File: src/ipdc_pkg.sv
/*
  Shared constants, types and sequence functions for the IQ port input delay calibration.
  Assumes a 32-bit APB register bus with 12-bit byte addresses and a 16-bit sampled link.
*/
package ipdc_pkg;

  ////////////////////////////////////////////////////////////////////////////////
  // Widths.
  localparam int IPDC_DATA_W = 16;
  localparam int IPDC_ERR_W  = 21;
  localparam int IPDC_ADDR_W = 12;
  localparam int IPDC_SEL_W  = 4;

  ////////////////////////////////////////////////////////////////////////////////
  // Pattern seeds, shift amounts and the first step, used as a self-check.
  // The Q step value is the one the three left shifts give with 16-bit truncation.
  localparam logic [15:0] IPDC_I_SEED  = 16'h306C;
  localparam logic [15:0] IPDC_Q_SEED  = 16'hFFFF;
  localparam logic [15:0] IPDC_I_STEP1 = 16'h696F;
  localparam logic [15:0] IPDC_Q_STEP1 = 16'h007F;
  localparam int IPDC_I_SH1 = 7;
  localparam int IPDC_I_SH2 = 9;
  localparam int IPDC_I_SH3 = 8;
  localparam int IPDC_Q_SH1 = 7;
  localparam int IPDC_Q_SH2 = 8;
  localparam int IPDC_Q_SH3 = 8;

  ////////////////////////////////////////////////////////////////////////////////
  // Register byte offsets.
  localparam logic [11:0] IPDC_REG_CTRL   = 12'h000;
  localparam logic [11:0] IPDC_REG_CMD    = 12'h004;
  localparam logic [11:0] IPDC_REG_STATUS = 12'h008;
  localparam logic [11:0] IPDC_REG_SEL    = 12'h00C;
  localparam logic [11:0] IPDC_REG_ERRCNT = 12'h010;
  localparam logic [11:0] IPDC_REG_TAP    = 12'h014;

  // Field positions and reset values.
  localparam int IPDC_CTRL_STREAM = 0;
  localparam int IPDC_CTRL_MODSRC = 1;
  localparam int IPDC_CTRL_RATE   = 2;
  localparam logic [2:0] IPDC_CTRL_RST = 3'h0;
  localparam int IPDC_ST_BUSY     = 0;
  localparam int IPDC_ST_DONE     = 1;
  localparam int IPDC_ST_REFUSED  = 2;
  localparam int IPDC_ST_VALID    = 3;
  localparam int IPDC_ST_OVERFLOW = 4;
  localparam int IPDC_ST_TAP_LSB  = 8;
  localparam logic [31:0] IPDC_CAL_ARG = 32'h0000_0000;

  // Last sample slot of one sequence step: I,Q at the low rate, I,Q,I,Q at the high rate.
  localparam logic [1:0] IPDC_SLOT_LAST_SLOW = 2'h1;
  localparam logic [1:0] IPDC_SLOT_LAST_FAST = 2'h3;

  ////////////////////////////////////////////////////////////////////////////////
  // One captured link sample.
  typedef struct packed {
    logic        valid;
    logic [15:0] data;
  } ipdc_sample_t;

  typedef enum logic [1:0] {
    IPDC_IDLE,
    IPDC_SWEEP,
    IPDC_APPLY
  } ipdc_state_t;

  // One step of the I sequence; every shift truncates to 16 bits.
  function automatic logic [15:0] ipdc_step_i(input logic [15:0] v);
    logic [15:0] t;
    t = v ^ (v << IPDC_I_SH1);
    t = t ^ (t >> IPDC_I_SH2);
    t = t ^ (t << IPDC_I_SH3);
    return t;
  endfunction

  // One step of the Q sequence.
  function automatic logic [15:0] ipdc_step_q(input logic [15:0] v);
    logic [15:0] t;
    t = v ^ (v << IPDC_Q_SH1);
    t = t ^ (t << IPDC_Q_SH2);
    t = t ^ (t << IPDC_Q_SH3);
    return t;
  endfunction

endpackage

File: src/ipdc_fifo.sv
/*
  Synchronous FIFO with valid/ready on both sides, width and depth as parameters.
  Assumes one clock, an active-low asynchronous reset and a clock enable.
*/
module ipdc_fifo #(
  parameter int WIDTH = 17,
  parameter int DEPTH = 8
) (
  input  wire logic             clk,
  input  wire logic             reset_n,
  input  wire logic             ce,
  input  wire logic             in_valid,
  output logic                  in_ready,
  input  wire logic [WIDTH-1:0] in_data,
  output logic                  out_valid,
  input  wire logic             out_ready,
  output logic      [WIDTH-1:0] out_data
);
  localparam int PTR_W = $clog2(DEPTH);

  logic [WIDTH-1:0] mem [DEPTH];
  logic [PTR_W:0]   wr_ptr_ff;
  logic [PTR_W:0]   rd_ptr_ff;
  logic             push;
  logic             pop;

  ////////////////////////////////////////////////////////////////////////////////
  // Full when the pointers differ only in the wrap bit.
  assign in_ready  = !((wr_ptr_ff[PTR_W] != rd_ptr_ff[PTR_W]) &&
                       (wr_ptr_ff[PTR_W-1:0] == rd_ptr_ff[PTR_W-1:0]));
  assign out_valid = (wr_ptr_ff != rd_ptr_ff);
  assign out_data  = mem[rd_ptr_ff[PTR_W-1:0]];
  assign push      = ce && in_valid && in_ready;
  assign pop       = ce && out_valid && out_ready;

  // Storage is not reset; only entries between the pointers are ever read.
  always_ff @(posedge clk) begin
    if (push) begin
      mem[wr_ptr_ff[PTR_W-1:0]] <= in_data;
    end
  end

  // Write pointer.
  always_ff @(posedge clk or negedge reset_n) begin
    if (!reset_n) begin
      wr_ptr_ff <= '0;
    end else if (push) begin
      wr_ptr_ff <= wr_ptr_ff + 1'b1;
    end
  end

  // Read pointer.
  always_ff @(posedge clk or negedge reset_n) begin
    if (!reset_n) begin
      rd_ptr_ff <= '0;
    end else if (pop) begin
      rd_ptr_ff <= rd_ptr_ff + 1'b1;
    end
  end

endmodule

File: src/ipdc_top.sv
/*
  Input delay calibration for a source-synchronous 16-bit IQ port with valid and link clock.
  Assumes the link pins are asynchronous to CLK and much slower than it, and an APB master.
*/
// Our own choices: the register offsets and the APB interface to the registers.
// Summary of operation
// - Samples taken while valid is low are ignored by calibration.
// - Received data is checked against the built-in test pattern sequences.
// - I sequence starts from 0x306C, Q sequence from 0xFFFF.
// - I steps shift 7 left, 9 right, 8 left; Q 7, 8, 8 left.
// - A valid period may start at any step if Q follows matching.
// - Start command with argument 0 after stream, rate and source are set.
// - Each data bit gets its own input delay tap.
// - Data and valid are sampled on each rising link clock edge.
module ipdc_top #(
  parameter int NUM_TAPS = 32,
  parameter int FIFO_DEPTH = 8
) (
  input  wire logic                                 CLK,
  input  wire logic                                 RESET_N,
  input  wire logic                                 CE,
  input  wire logic                                 PSEL,
  input  wire logic                                 PENABLE,
  input  wire logic                                 PWRITE,
  input  wire logic [ipdc_pkg::IPDC_ADDR_W-1:0]     PADDR,
  input  wire logic [31:0]                          PWDATA,
  output logic      [31:0]                          PRDATA,
  output logic                                      PREADY,
  output logic                                      PSLVERR,
  input  wire logic                                 LINK_CLK,
  input  wire logic                                 LINK_VALID,
  input  wire logic [ipdc_pkg::IPDC_DATA_W-1:0]     LINK_DATA,
  output logic      [ipdc_pkg::IPDC_DATA_W-1:0][$clog2(NUM_TAPS)-1:0] DELAY_TAP
);
  import ipdc_pkg::*;

  localparam int TAP_W = $clog2(NUM_TAPS);
  localparam int LEN_W = TAP_W + 1;
  localparam logic [TAP_W-1:0] TAP_LAST = TAP_W'(NUM_TAPS - 1);

  ////////////////////////////////////////////////////////////////////////////////
  // Declarations.
  logic [2:0]             lclk_sync_ff;
  logic [1:0]             lvld_sync_ff;
  logic [15:0]            ldat_s1_ff;
  logic [15:0]            ldat_s2_ff;
  logic                   link_rise;
  ipdc_sample_t           cap_ff;
  logic                   cap_vld_ff;
  logic                   fifo_in_ready;
  logic                   fifo_out_valid;
  ipdc_sample_t           fifo_out;
  logic                   chk_ready;
  logic                   pop;
  logic                   rise;
  logic                   fall;
  logic                   compare_en;
  logic [15:0]            expect_val;
  logic [15:0]            err_vec;
  logic [1:0]             slot_last;
  logic                   prev_valid_ff;
  logic                   aligned_ff;
  logic [1:0]             slot_ff;
  logic [15:0]            ref_i_ff;
  logic [15:0]            ref_q_ff;
  logic [15:0]            err_seen_ff;
  logic                   cmp_seen_ff;
  logic                   period_open_ff;
  logic                   evaluate;
  ipdc_state_t            state_ff;
  logic [TAP_W-1:0]       trial_ff;
  logic                   rate_ff;
  logic [2:0]             ctrl_ff;
  logic [IPDC_SEL_W-1:0]  sel_ff;
  logic                   done_ff;
  logic                   refused_ff;
  logic                   overflow_ff;
  logic                   pready_ff;
  logic                   pslverr_ff;
  logic [31:0]            prdata_ff;
  logic                   access;
  logic                   wr_en;
  logic                   cmd_wr;
  logic                   start_ok;
  logic [31:0]            rd_mux;
  logic                   rd_hit;
  logic [IPDC_ERR_W-1:0]  err_cnt_ff [IPDC_DATA_W];
  logic [LEN_W-1:0]       run_len_ff [IPDC_DATA_W];
  logic [LEN_W-1:0]       best_len_ff [IPDC_DATA_W];
  logic [TAP_W-1:0]       best_start_ff [IPDC_DATA_W];
  logic [TAP_W-1:0]       center [IPDC_DATA_W];
  logic [TAP_W-1:0]       delay_ff [IPDC_DATA_W];

  ////////////////////////////////////////////////////////////////////////////////
  // Link pins pass two flops; edges are found on the second and third stage only.
  always_ff @(posedge CLK or negedge RESET_N) begin
    if (!RESET_N) begin
      lclk_sync_ff <= '0;
      lvld_sync_ff <= '0;
      ldat_s1_ff   <= '0;
      ldat_s2_ff   <= '0;
    end else if (CE) begin
      lclk_sync_ff <= {lclk_sync_ff[1:0], LINK_CLK};
      lvld_sync_ff <= {lvld_sync_ff[0], LINK_VALID};
      ldat_s1_ff   <= LINK_DATA;
      ldat_s2_ff   <= ldat_s1_ff;
    end
  end

  assign link_rise = lclk_sync_ff[1] && !lclk_sync_ff[2];

  // One sample per link clock rising edge, pushed only while a calibration runs.
  always_ff @(posedge CLK or negedge RESET_N) begin
    if (!RESET_N) begin
      cap_ff     <= '0;
      cap_vld_ff <= 1'b0;
    end else if (CE) begin
      cap_vld_ff <= link_rise && (state_ff == IPDC_SWEEP);
      if (link_rise) begin
        cap_ff.valid <= lvld_sync_ff[1];
        cap_ff.data  <= ldat_s2_ff;
      end
    end
  end

  // The FIFO decouples capture from the checker, which stalls during the apply cycle.
  ipdc_fifo #(
    .WIDTH ($bits(ipdc_sample_t)),
    .DEPTH (FIFO_DEPTH)
  ) u_fifo (
    .clk       (CLK),
    .reset_n   (RESET_N),
    .ce        (CE),
    .in_valid  (cap_vld_ff),
    .in_ready  (fifo_in_ready),
    .in_data   (cap_ff),
    .out_valid (fifo_out_valid),
    .out_ready (chk_ready),
    .out_data  (fifo_out)
  );

  ////////////////////////////////////////////////////////////////////////////////
  // Checker decode of the popped sample.
  assign chk_ready  = (state_ff != IPDC_APPLY);
  assign pop        = CE && fifo_out_valid && chk_ready;
  assign rise       = pop && fifo_out.valid && !prev_valid_ff;
  assign fall       = pop && !fifo_out.valid && prev_valid_ff;
  assign slot_last  = rate_ff ? IPDC_SLOT_LAST_FAST : IPDC_SLOT_LAST_SLOW;
  assign compare_en = pop && fifo_out.valid && !rise && aligned_ff;
  assign expect_val = slot_ff[0] ? ref_q_ff : ref_i_ff;
  assign err_vec    = compare_en ? (fifo_out.data ^ expect_val) : '0;
  assign evaluate   = fall && period_open_ff && (state_ff == IPDC_SWEEP);

  // Reference generator: reload from the first I/Q pair of each period, then step.
  always_ff @(posedge CLK or negedge RESET_N) begin
    if (!RESET_N) begin
      prev_valid_ff <= 1'b0;
      aligned_ff    <= 1'b0;
      slot_ff       <= '0;
      ref_i_ff      <= IPDC_I_SEED;
      ref_q_ff      <= IPDC_Q_SEED;
    end else if (pop) begin
      prev_valid_ff <= fifo_out.valid;
      if (rise) begin
        ref_i_ff   <= fifo_out.data;
        slot_ff    <= 2'h1;
        aligned_ff <= 1'b0;
      end else if (fifo_out.valid && !aligned_ff) begin
        ref_q_ff   <= fifo_out.data;
        aligned_ff <= 1'b1;
        if (slot_last == IPDC_SLOT_LAST_SLOW) begin
          ref_i_ff <= ipdc_step_i(ref_i_ff);
          ref_q_ff <= ipdc_step_q(fifo_out.data);
          slot_ff  <= '0;
        end else begin
          slot_ff <= slot_ff + 2'h1;
        end
      end else if (fifo_out.valid) begin
        if (slot_ff == slot_last) begin
          ref_i_ff <= ipdc_step_i(ref_i_ff);
          ref_q_ff <= ipdc_step_q(ref_q_ff);
          slot_ff  <= '0;
        end else begin
          slot_ff <= slot_ff + 2'h1;
        end
      end
    end
  end

  // Per-period pass tracking; a rise never carries a comparison, so no set/clear clash.
  always_ff @(posedge CLK or negedge RESET_N) begin
    if (!RESET_N) begin
      err_seen_ff    <= '0;
      cmp_seen_ff    <= 1'b0;
      period_open_ff <= 1'b0;
    end else if (pop) begin
      if (rise) begin
        err_seen_ff    <= '0;
        cmp_seen_ff    <= 1'b0;
        period_open_ff <= (state_ff == IPDC_SWEEP);
      end else begin
        err_seen_ff <= err_seen_ff | err_vec;
        cmp_seen_ff <= cmp_seen_ff | compare_en;
        if (fall) begin
          period_open_ff <= 1'b0;
        end
      end
    end
  end

  ////////////////////////////////////////////////////////////////////////////////
  // Sweep sequencer: one trial tap per valid period, then apply the window centres.
  always_ff @(posedge CLK or negedge RESET_N) begin
    if (!RESET_N) begin
      state_ff <= IPDC_IDLE;
      trial_ff <= '0;
      rate_ff  <= 1'b0;
      done_ff  <= 1'b0;
    end else if (CE) begin
      case (state_ff)
        IPDC_IDLE: begin
          if (start_ok) begin
            state_ff <= IPDC_SWEEP;
            trial_ff <= '0;
            rate_ff  <= ctrl_ff[IPDC_CTRL_RATE];
            done_ff  <= 1'b0;
          end
        end
        IPDC_SWEEP: begin
          if (evaluate) begin
            if (trial_ff == TAP_LAST) begin
              state_ff <= IPDC_APPLY;
            end else begin
              trial_ff <= trial_ff + 1'b1;
            end
          end
        end
        IPDC_APPLY: begin
          state_ff <= IPDC_IDLE;
          done_ff  <= 1'b1;
        end
        default: begin
          state_ff <= IPDC_IDLE;
        end
      endcase
    end
  end

  // Per-bit error counters, pass windows and delay taps.
  for (genvar b = 0; b < IPDC_DATA_W; b++) begin : g_bit
    assign center[b] = best_start_ff[b] + TAP_W'(best_len_ff[b] >> 1);

    // Error totals wrap at their width; they restart with each calibration.
    always_ff @(posedge CLK or negedge RESET_N) begin
      if (!RESET_N) begin
        err_cnt_ff[b] <= '0;
      end else if (CE) begin
        if (start_ok) begin
          err_cnt_ff[b] <= '0;
        end else if (err_vec[b]) begin
          err_cnt_ff[b] <= err_cnt_ff[b] + 1'b1;
        end
      end
    end

    // Longest run of error-free taps; an empty period counts as a failure.
    always_ff @(posedge CLK or negedge RESET_N) begin
      if (!RESET_N) begin
        run_len_ff[b]    <= '0;
        best_len_ff[b]   <= '0;
        best_start_ff[b] <= '0;
      end else if (CE) begin
        if (start_ok) begin
          run_len_ff[b]  <= '0;
          best_len_ff[b] <= '0;
        end else if (evaluate) begin
          if (cmp_seen_ff && !err_seen_ff[b]) begin
            run_len_ff[b] <= run_len_ff[b] + 1'b1;
            if (run_len_ff[b] + 1'b1 > best_len_ff[b]) begin
              best_len_ff[b]   <= run_len_ff[b] + 1'b1;
              best_start_ff[b] <= trial_ff - TAP_W'(run_len_ff[b]);
            end
          end else begin
            run_len_ff[b] <= '0;
          end
        end
      end
    end

    // The whole bus takes the trial tap during the sweep, each bit with a pass window its own centre after.
    always_ff @(posedge CLK or negedge RESET_N) begin
      if (!RESET_N) begin
        delay_ff[b] <= '0;
      end else if (CE) begin
        if (state_ff == IPDC_SWEEP) begin
          delay_ff[b] <= trial_ff;
        end else if (state_ff == IPDC_APPLY && best_len_ff[b] != '0) begin
          delay_ff[b] <= center[b];
        end
      end
    end

    assign DELAY_TAP[b] = delay_ff[b];
  end

  ////////////////////////////////////////////////////////////////////////////////
  // APB slave: one wait state, write takes effect at the edge that sees PREADY high.
  assign access   = PSEL && PENABLE;
  assign wr_en    = CE && access && pready_ff && PWRITE;
  assign cmd_wr   = wr_en && (PADDR == IPDC_REG_CMD);
  assign start_ok = cmd_wr && (PWDATA == IPDC_CAL_ARG) && (state_ff == IPDC_IDLE) &&
                    ctrl_ff[IPDC_CTRL_STREAM] && ctrl_ff[IPDC_CTRL_MODSRC];
  assign PREADY   = pready_ff;
  assign PSLVERR  = pslverr_ff;
  assign PRDATA   = prdata_ff;

  // Read decode; unmapped addresses read zero and answer with an error.
  always_comb begin
    rd_mux = '0;
    rd_hit = 1'b1;
    case (PADDR)
      IPDC_REG_CTRL:   rd_mux[2:0] = ctrl_ff;
      IPDC_REG_CMD:    rd_mux = '0;
      IPDC_REG_STATUS: begin
        rd_mux[IPDC_ST_BUSY]     = (state_ff != IPDC_IDLE);
        rd_mux[IPDC_ST_DONE]     = done_ff;
        rd_mux[IPDC_ST_REFUSED]  = refused_ff;
        rd_mux[IPDC_ST_VALID]    = lvld_sync_ff[1];
        rd_mux[IPDC_ST_OVERFLOW] = overflow_ff;
        rd_mux[IPDC_ST_TAP_LSB +: TAP_W] = trial_ff;
      end
      IPDC_REG_SEL:    rd_mux[IPDC_SEL_W-1:0] = sel_ff;
      IPDC_REG_ERRCNT: rd_mux[IPDC_ERR_W-1:0] = err_cnt_ff[sel_ff];
      IPDC_REG_TAP:    rd_mux[TAP_W-1:0] = delay_ff[sel_ff];
      default:         rd_hit = 1'b0;
    endcase
  end

  // Handshake and read data flops.
  always_ff @(posedge CLK or negedge RESET_N) begin
    if (!RESET_N) begin
      pready_ff  <= 1'b0;
      pslverr_ff <= 1'b0;
      prdata_ff  <= '0;
    end else if (CE) begin
      pready_ff  <= access && !pready_ff;
      pslverr_ff <= access && !pready_ff && !rd_hit;
      if (access && !pready_ff && !PWRITE) begin
        prdata_ff <= rd_mux;
      end
    end
  end

  // Software registers; changing them during a sweep does not disturb the latched rate.
  always_ff @(posedge CLK or negedge RESET_N) begin
    if (!RESET_N) begin
      ctrl_ff <= IPDC_CTRL_RST;
      sel_ff  <= '0;
    end else if (wr_en) begin
      if (PADDR == IPDC_REG_CTRL) begin
        ctrl_ff <= PWDATA[2:0];
      end
      if (PADDR == IPDC_REG_SEL) begin
        sel_ff <= PWDATA[IPDC_SEL_W-1:0];
      end
    end
  end

  // Sticky flags: refused start commands and capture overflow, cleared by a good start.
  always_ff @(posedge CLK or negedge RESET_N) begin
    if (!RESET_N) begin
      refused_ff  <= 1'b0;
      overflow_ff <= 1'b0;
    end else if (CE) begin
      if (cmd_wr && !start_ok) begin
        refused_ff <= 1'b1;
      end else if (start_ok) begin
        refused_ff <= 1'b0;
      end
      if (cap_vld_ff && !fifo_in_ready) begin
        overflow_ff <= 1'b1;
      end else if (start_ok) begin
        overflow_ff <= 1'b0;
      end
    end
  end
endmodule

File: config.mk
export PLATFORM = sky130hd
export DESIGN_NAME = ipdc_top
export DESIGN_NICKNAME = d
export VERILOG_FILES = /design/src/ipdc_pkg.sv /design/src/ipdc_fifo.sv /design/src/ipdc_top.sv
export SDC_FILE = /design/constraint.sdc
export NUM_CORES = 2
export LEC_CHECK = 0
export BUFFER_PORTS_ARGS = -buffer_cell sky130_fd_sc_hd__buf_2
export CAP_MARGIN = 15
export CORE_ASPECT_RATIO = 0.6
export CORE_MARGIN = 4
export CORE_UTILIZATION = 55
export CTS_CLUSTER_DIAMETER = 120
export DETAILED_ROUTE_END_ITERATION = 6
export GPL_TIMING_DRIVEN = 0
export PLACE_DENSITY = 0.79
export SLEW_MARGIN = 10
export SYNTH_ARGS = -nofsm -noshare
export SYNTH_HDL_FRONTEND = slang
export SYNTH_SLANG_ARGS = --single-unit
File: constraint.sdc
create_clock -name CLK -period 6.7 [get_ports CLK]
set_clock_uncertainty 0.2 [all_clocks]
set_input_delay 0 -clock CLK [delete_from_list [all_inputs] [get_ports CLK]]
set_output_delay 0 -clock CLK [all_outputs]
set_load 0.02 [all_outputs]
==> impl_metrics.json <==
{
  "status": "finished with violations",
  "violations": "DRC",
  "htree_levels": 3,
  "drive_above_1_share_pct": 13.2,
  "syn_avg_cell_area_sq_um": 10.2,
  "timing.final.crit_share_pct": 96.0,
  "cts_tree": "done",
  "finalPower_w": 0.0179,
  "ys_ff_latch": 982,
  "place.gp.congestion": 1.07,
  "hold_path_depth": 3,
  "die_area_sq_um": 109000,
  "first_iter_violations": 8234,
  "cts_made_buffers": 95,
  "synth_top_cell_by_area": "dfrtp_1",
  "die_w_um": 424,
  "clk_latency_ns": 0.75,
  "syn_to_final_growth_pct": 13.3,
  "vias": 50100,
  "p_per_area_nw_per_um2": 277,
  "grt_max_degree": 112,
  "grt_pass1_vias": 47400,
  "finalNetCount": 6353,
  "synth_common_cells": "824 x dfrtp_1, 494 x nor2_1, 387 x nand2_1",
  "dp_cells": 7213,
  "cp_data_arrival_time_ns": 6.84,
  "ff2ff_path_depth": 10,
  "setup_viol": 0,
  "finalMaxSlewViolations": 0,
  "die_h_um": 257,
  "synth_area_leaders": "dfrtp_1 36%, edfxtp_1 7.2%, ha_1 5.7%",
  "rsz0062_at_grt": "no",
  "ys.flop_type": "dfrtp_1",
  "multi_input_area_sq_um": 29300,
  "cts_root_buf": "clkbuf_16",
  "path_max_fanout": 10,
  "tns_ns": 0,
  "wirelength_mm": 220,
  "fin_crit_ns": 6.43,
  "drt-pass1-iter-count": 7,
  "clk_pin_slew_ns": 0.07,
  "synth_area_sq_um": 57000,
  "end_kind": "flop",
  "grt_pass1_wl_mm": 319,
  "std_cell_rows": 91,
  "track_usage_pct": 39.7,
  "total_leakage_power_nw": 28.2,
  "ant_nets": 0,
  "route.detailed.drc": 23,
  "startpoint_type": "flop",
  "fmax_mhz": 155,
  "fin_cells": 7477,
  "required_ns": 7.11,
  "wl_per_cell_um": 29.4,
  "clock_path_buffers": 3,
  "place_ws_ns": 0.903,
  "hold_violations": 0,
  "hold_class": "input port to flop",
  "ys.warnings.count": 0,
  "seq_area_frac_synth_pct": 44.3,
  "fin_ws_ns": 0.268,
  "slew_headroom_pct": 9.03,
  "port_buffers": 168,
  "syn_inst": 5600,
  "overflow": 0,
  "initial_core_util_pct": 55.5,
  "max_slew.worst_pin.slew_ns": 1.33,
  "worst_ir_drop_vdd_v": 0.000215,
  "viasPerCell": 6.70,
  "seq_area_sq_um": 25300,
  "hpwl_mm": 165,
  "ys_types": 88,
  "postCtsSetupBuffers": 0,
  "synth_top_area_share_pct": 36.2,
  "coreArea_sq_um": 103000,
  "synth_edf_count": 136,
  "drv_cap": 0,
  "antenna_found_initial": 10,
  "ios": 182,
  "cts_sinks": 982,
  "synthArstFlopShare_pct": 86.2,
  "fillers": 8276,
  "critPathKind": "flop to flop",
  "synth.most_common_cell": "dfrtp_1"
}
-- report_power, final --
part / leakage [nW] / internal (W) / switching [W]
combinational: 14.2 / 0.00136 / 0.00333
sequential: 12.3 / 0.00654 / 0.000608
clock: 1.67 / 0.00338 / 0.00266
-- routing by layer --
layer / share of wire [%] / global-route usage [%]
met4: 4.2 / 15.2
met1: 40 / 57.1
met2: 38 / 50.0
met3: 18 / 20.5
met5: 0.091 / 1.01
-- metrics by stage --
stage	util [%]	cell area [sq um]	hold slack, ns
final	62.8	64600	0.0558
after global routing	62.8	64600	0.0545
after CTS	62.7	64500	0.00735
after detailed placement	58.7	60400	-0.169
after global placement	58.0	59600	0.0313
after floorplan	-	57100	-0.496
-- cell type report --
| cell class | count | area share [%] |
|---|---|---|
| multi-input cells | 3983 | 45.4 |
| flip-flops and latches | 982 | 39.1 |
| clock buffers | 125 | 4.12 |
| repair buffers | 286 | 3.50 |
| well taps | 1395 | 2.70 |
| plain buffers | 309 | 2.00 |
| inverters | 336 | 1.95 |
| clock inverters | 54 | 1.18 |
| diodes | 7 | 0.0271 |
-- cell usage in the layout, fill, tap and decap left out, types with 21 or more instances in the layout --
cell and n:
a2111oi_0 22, a211oi_1 36, a21o_1 105, a21oi_1 323, a31oi_1 26, and2_1 23, and3_1 66, and4_1 40
buf_1 28, buf_2 185, buf_4 34, clkbuf_1 248, clkbuf_16 96, clkinv_2 22, dfrtp_1 821, dfstp_2 22
dlygate4sd3_1 67, edfxtp_1 136, fa_1 32, ha_1 260, inv_1 331, mux2_2 159, mux2i_1 120, mux4_2 124
nand2_1 387, nand2b_1 33, nand3_1 230, nand3b_1 21, nand4_1 112, nor2_1 492, nor2b_1 25, nor3_1 82
nor3b_1 23, nor4_1 116, o21ai_0 249, o31ai_1 79, or3_1 50, or4_1 37, xnor2_1 289, xor2_1 198
-- worst max-delay path: stages (launching register included) --
cell      delay (ns)
dfrtp_1         0.33
clkbuf_1        0.44
xor2_1          0.20
or4_1           0.74
nand3_1         0.85
clkbuf_1        0.89
clkbuf_1        0.93
clkbuf_1        0.86
a21oi_1         0.48
xnor2_1         0.29
nor2_1          0.06
-- final timing paths --
path                                     start               to  slack, ns
hold reg to reg                      PRDATA[7]        PRDATA[7]       0.29
setup reg to reg           u_fifo.wr_ptr_ff[2]  err_cnt_ff[147]       0.27
min in group asynchronous              RESET_N      ref_q_ff[5]       0.29
max in group asynchronous              RESET_N      trial_ff[3]       3.62
setup / recovery           u_fifo.wr_ptr_ff[2]  err_cnt_ff[147]       0.27
hold / removal                       PWDATA[2]       ctrl_ff[2]       0.06
-- flip-flops by register name (all words and copies together) (netlist names), 3 cells and up --
register and flops:
DELAY_TAP 80, ref_q_ff 16, err_seen_ff 16, err_cnt_ff 336, u_fifo.wr_ptr_ff 4, ldat_s2_ff 16, lclk_sync_ff 3, u_fifo.mem 136
ref_i_ff 16, cap_ff 17, ldat_s1_ff 16, best_len_ff 96, PRDATA 21, ctrl_ff 3, best_start_ff 80, sel_ff 4
run_len_ff 96, trial_ff 5, u_fifo.rd_ptr_ff 4
-- cell families after synthesis --
| family | Yosys count | synth area share (%) |
|---|---|---|
| AOI/OAI and AO/OA | 989 | 10.7 |
| xor gates and xnor gates | 487 | 7.48 |
| adders and majority gates | 292 | 6.83 |
| buffers and inverters | 645 | 4.47 |
| DFF | 982 | 44.3 |
| muxes | 408 | 10.3 |
| other | 1 | 0.00658 |
| and+or+nand+nor | 1796 | 15.9 |
-- repair_timing --
item | 4_1_cts | 5_1_grt
gates resized for setup | 0 | 0
hold buffers | 68 | 0
endpoints found under the hold margin | 321 | 0
Power figures use the tool's default switching activity.
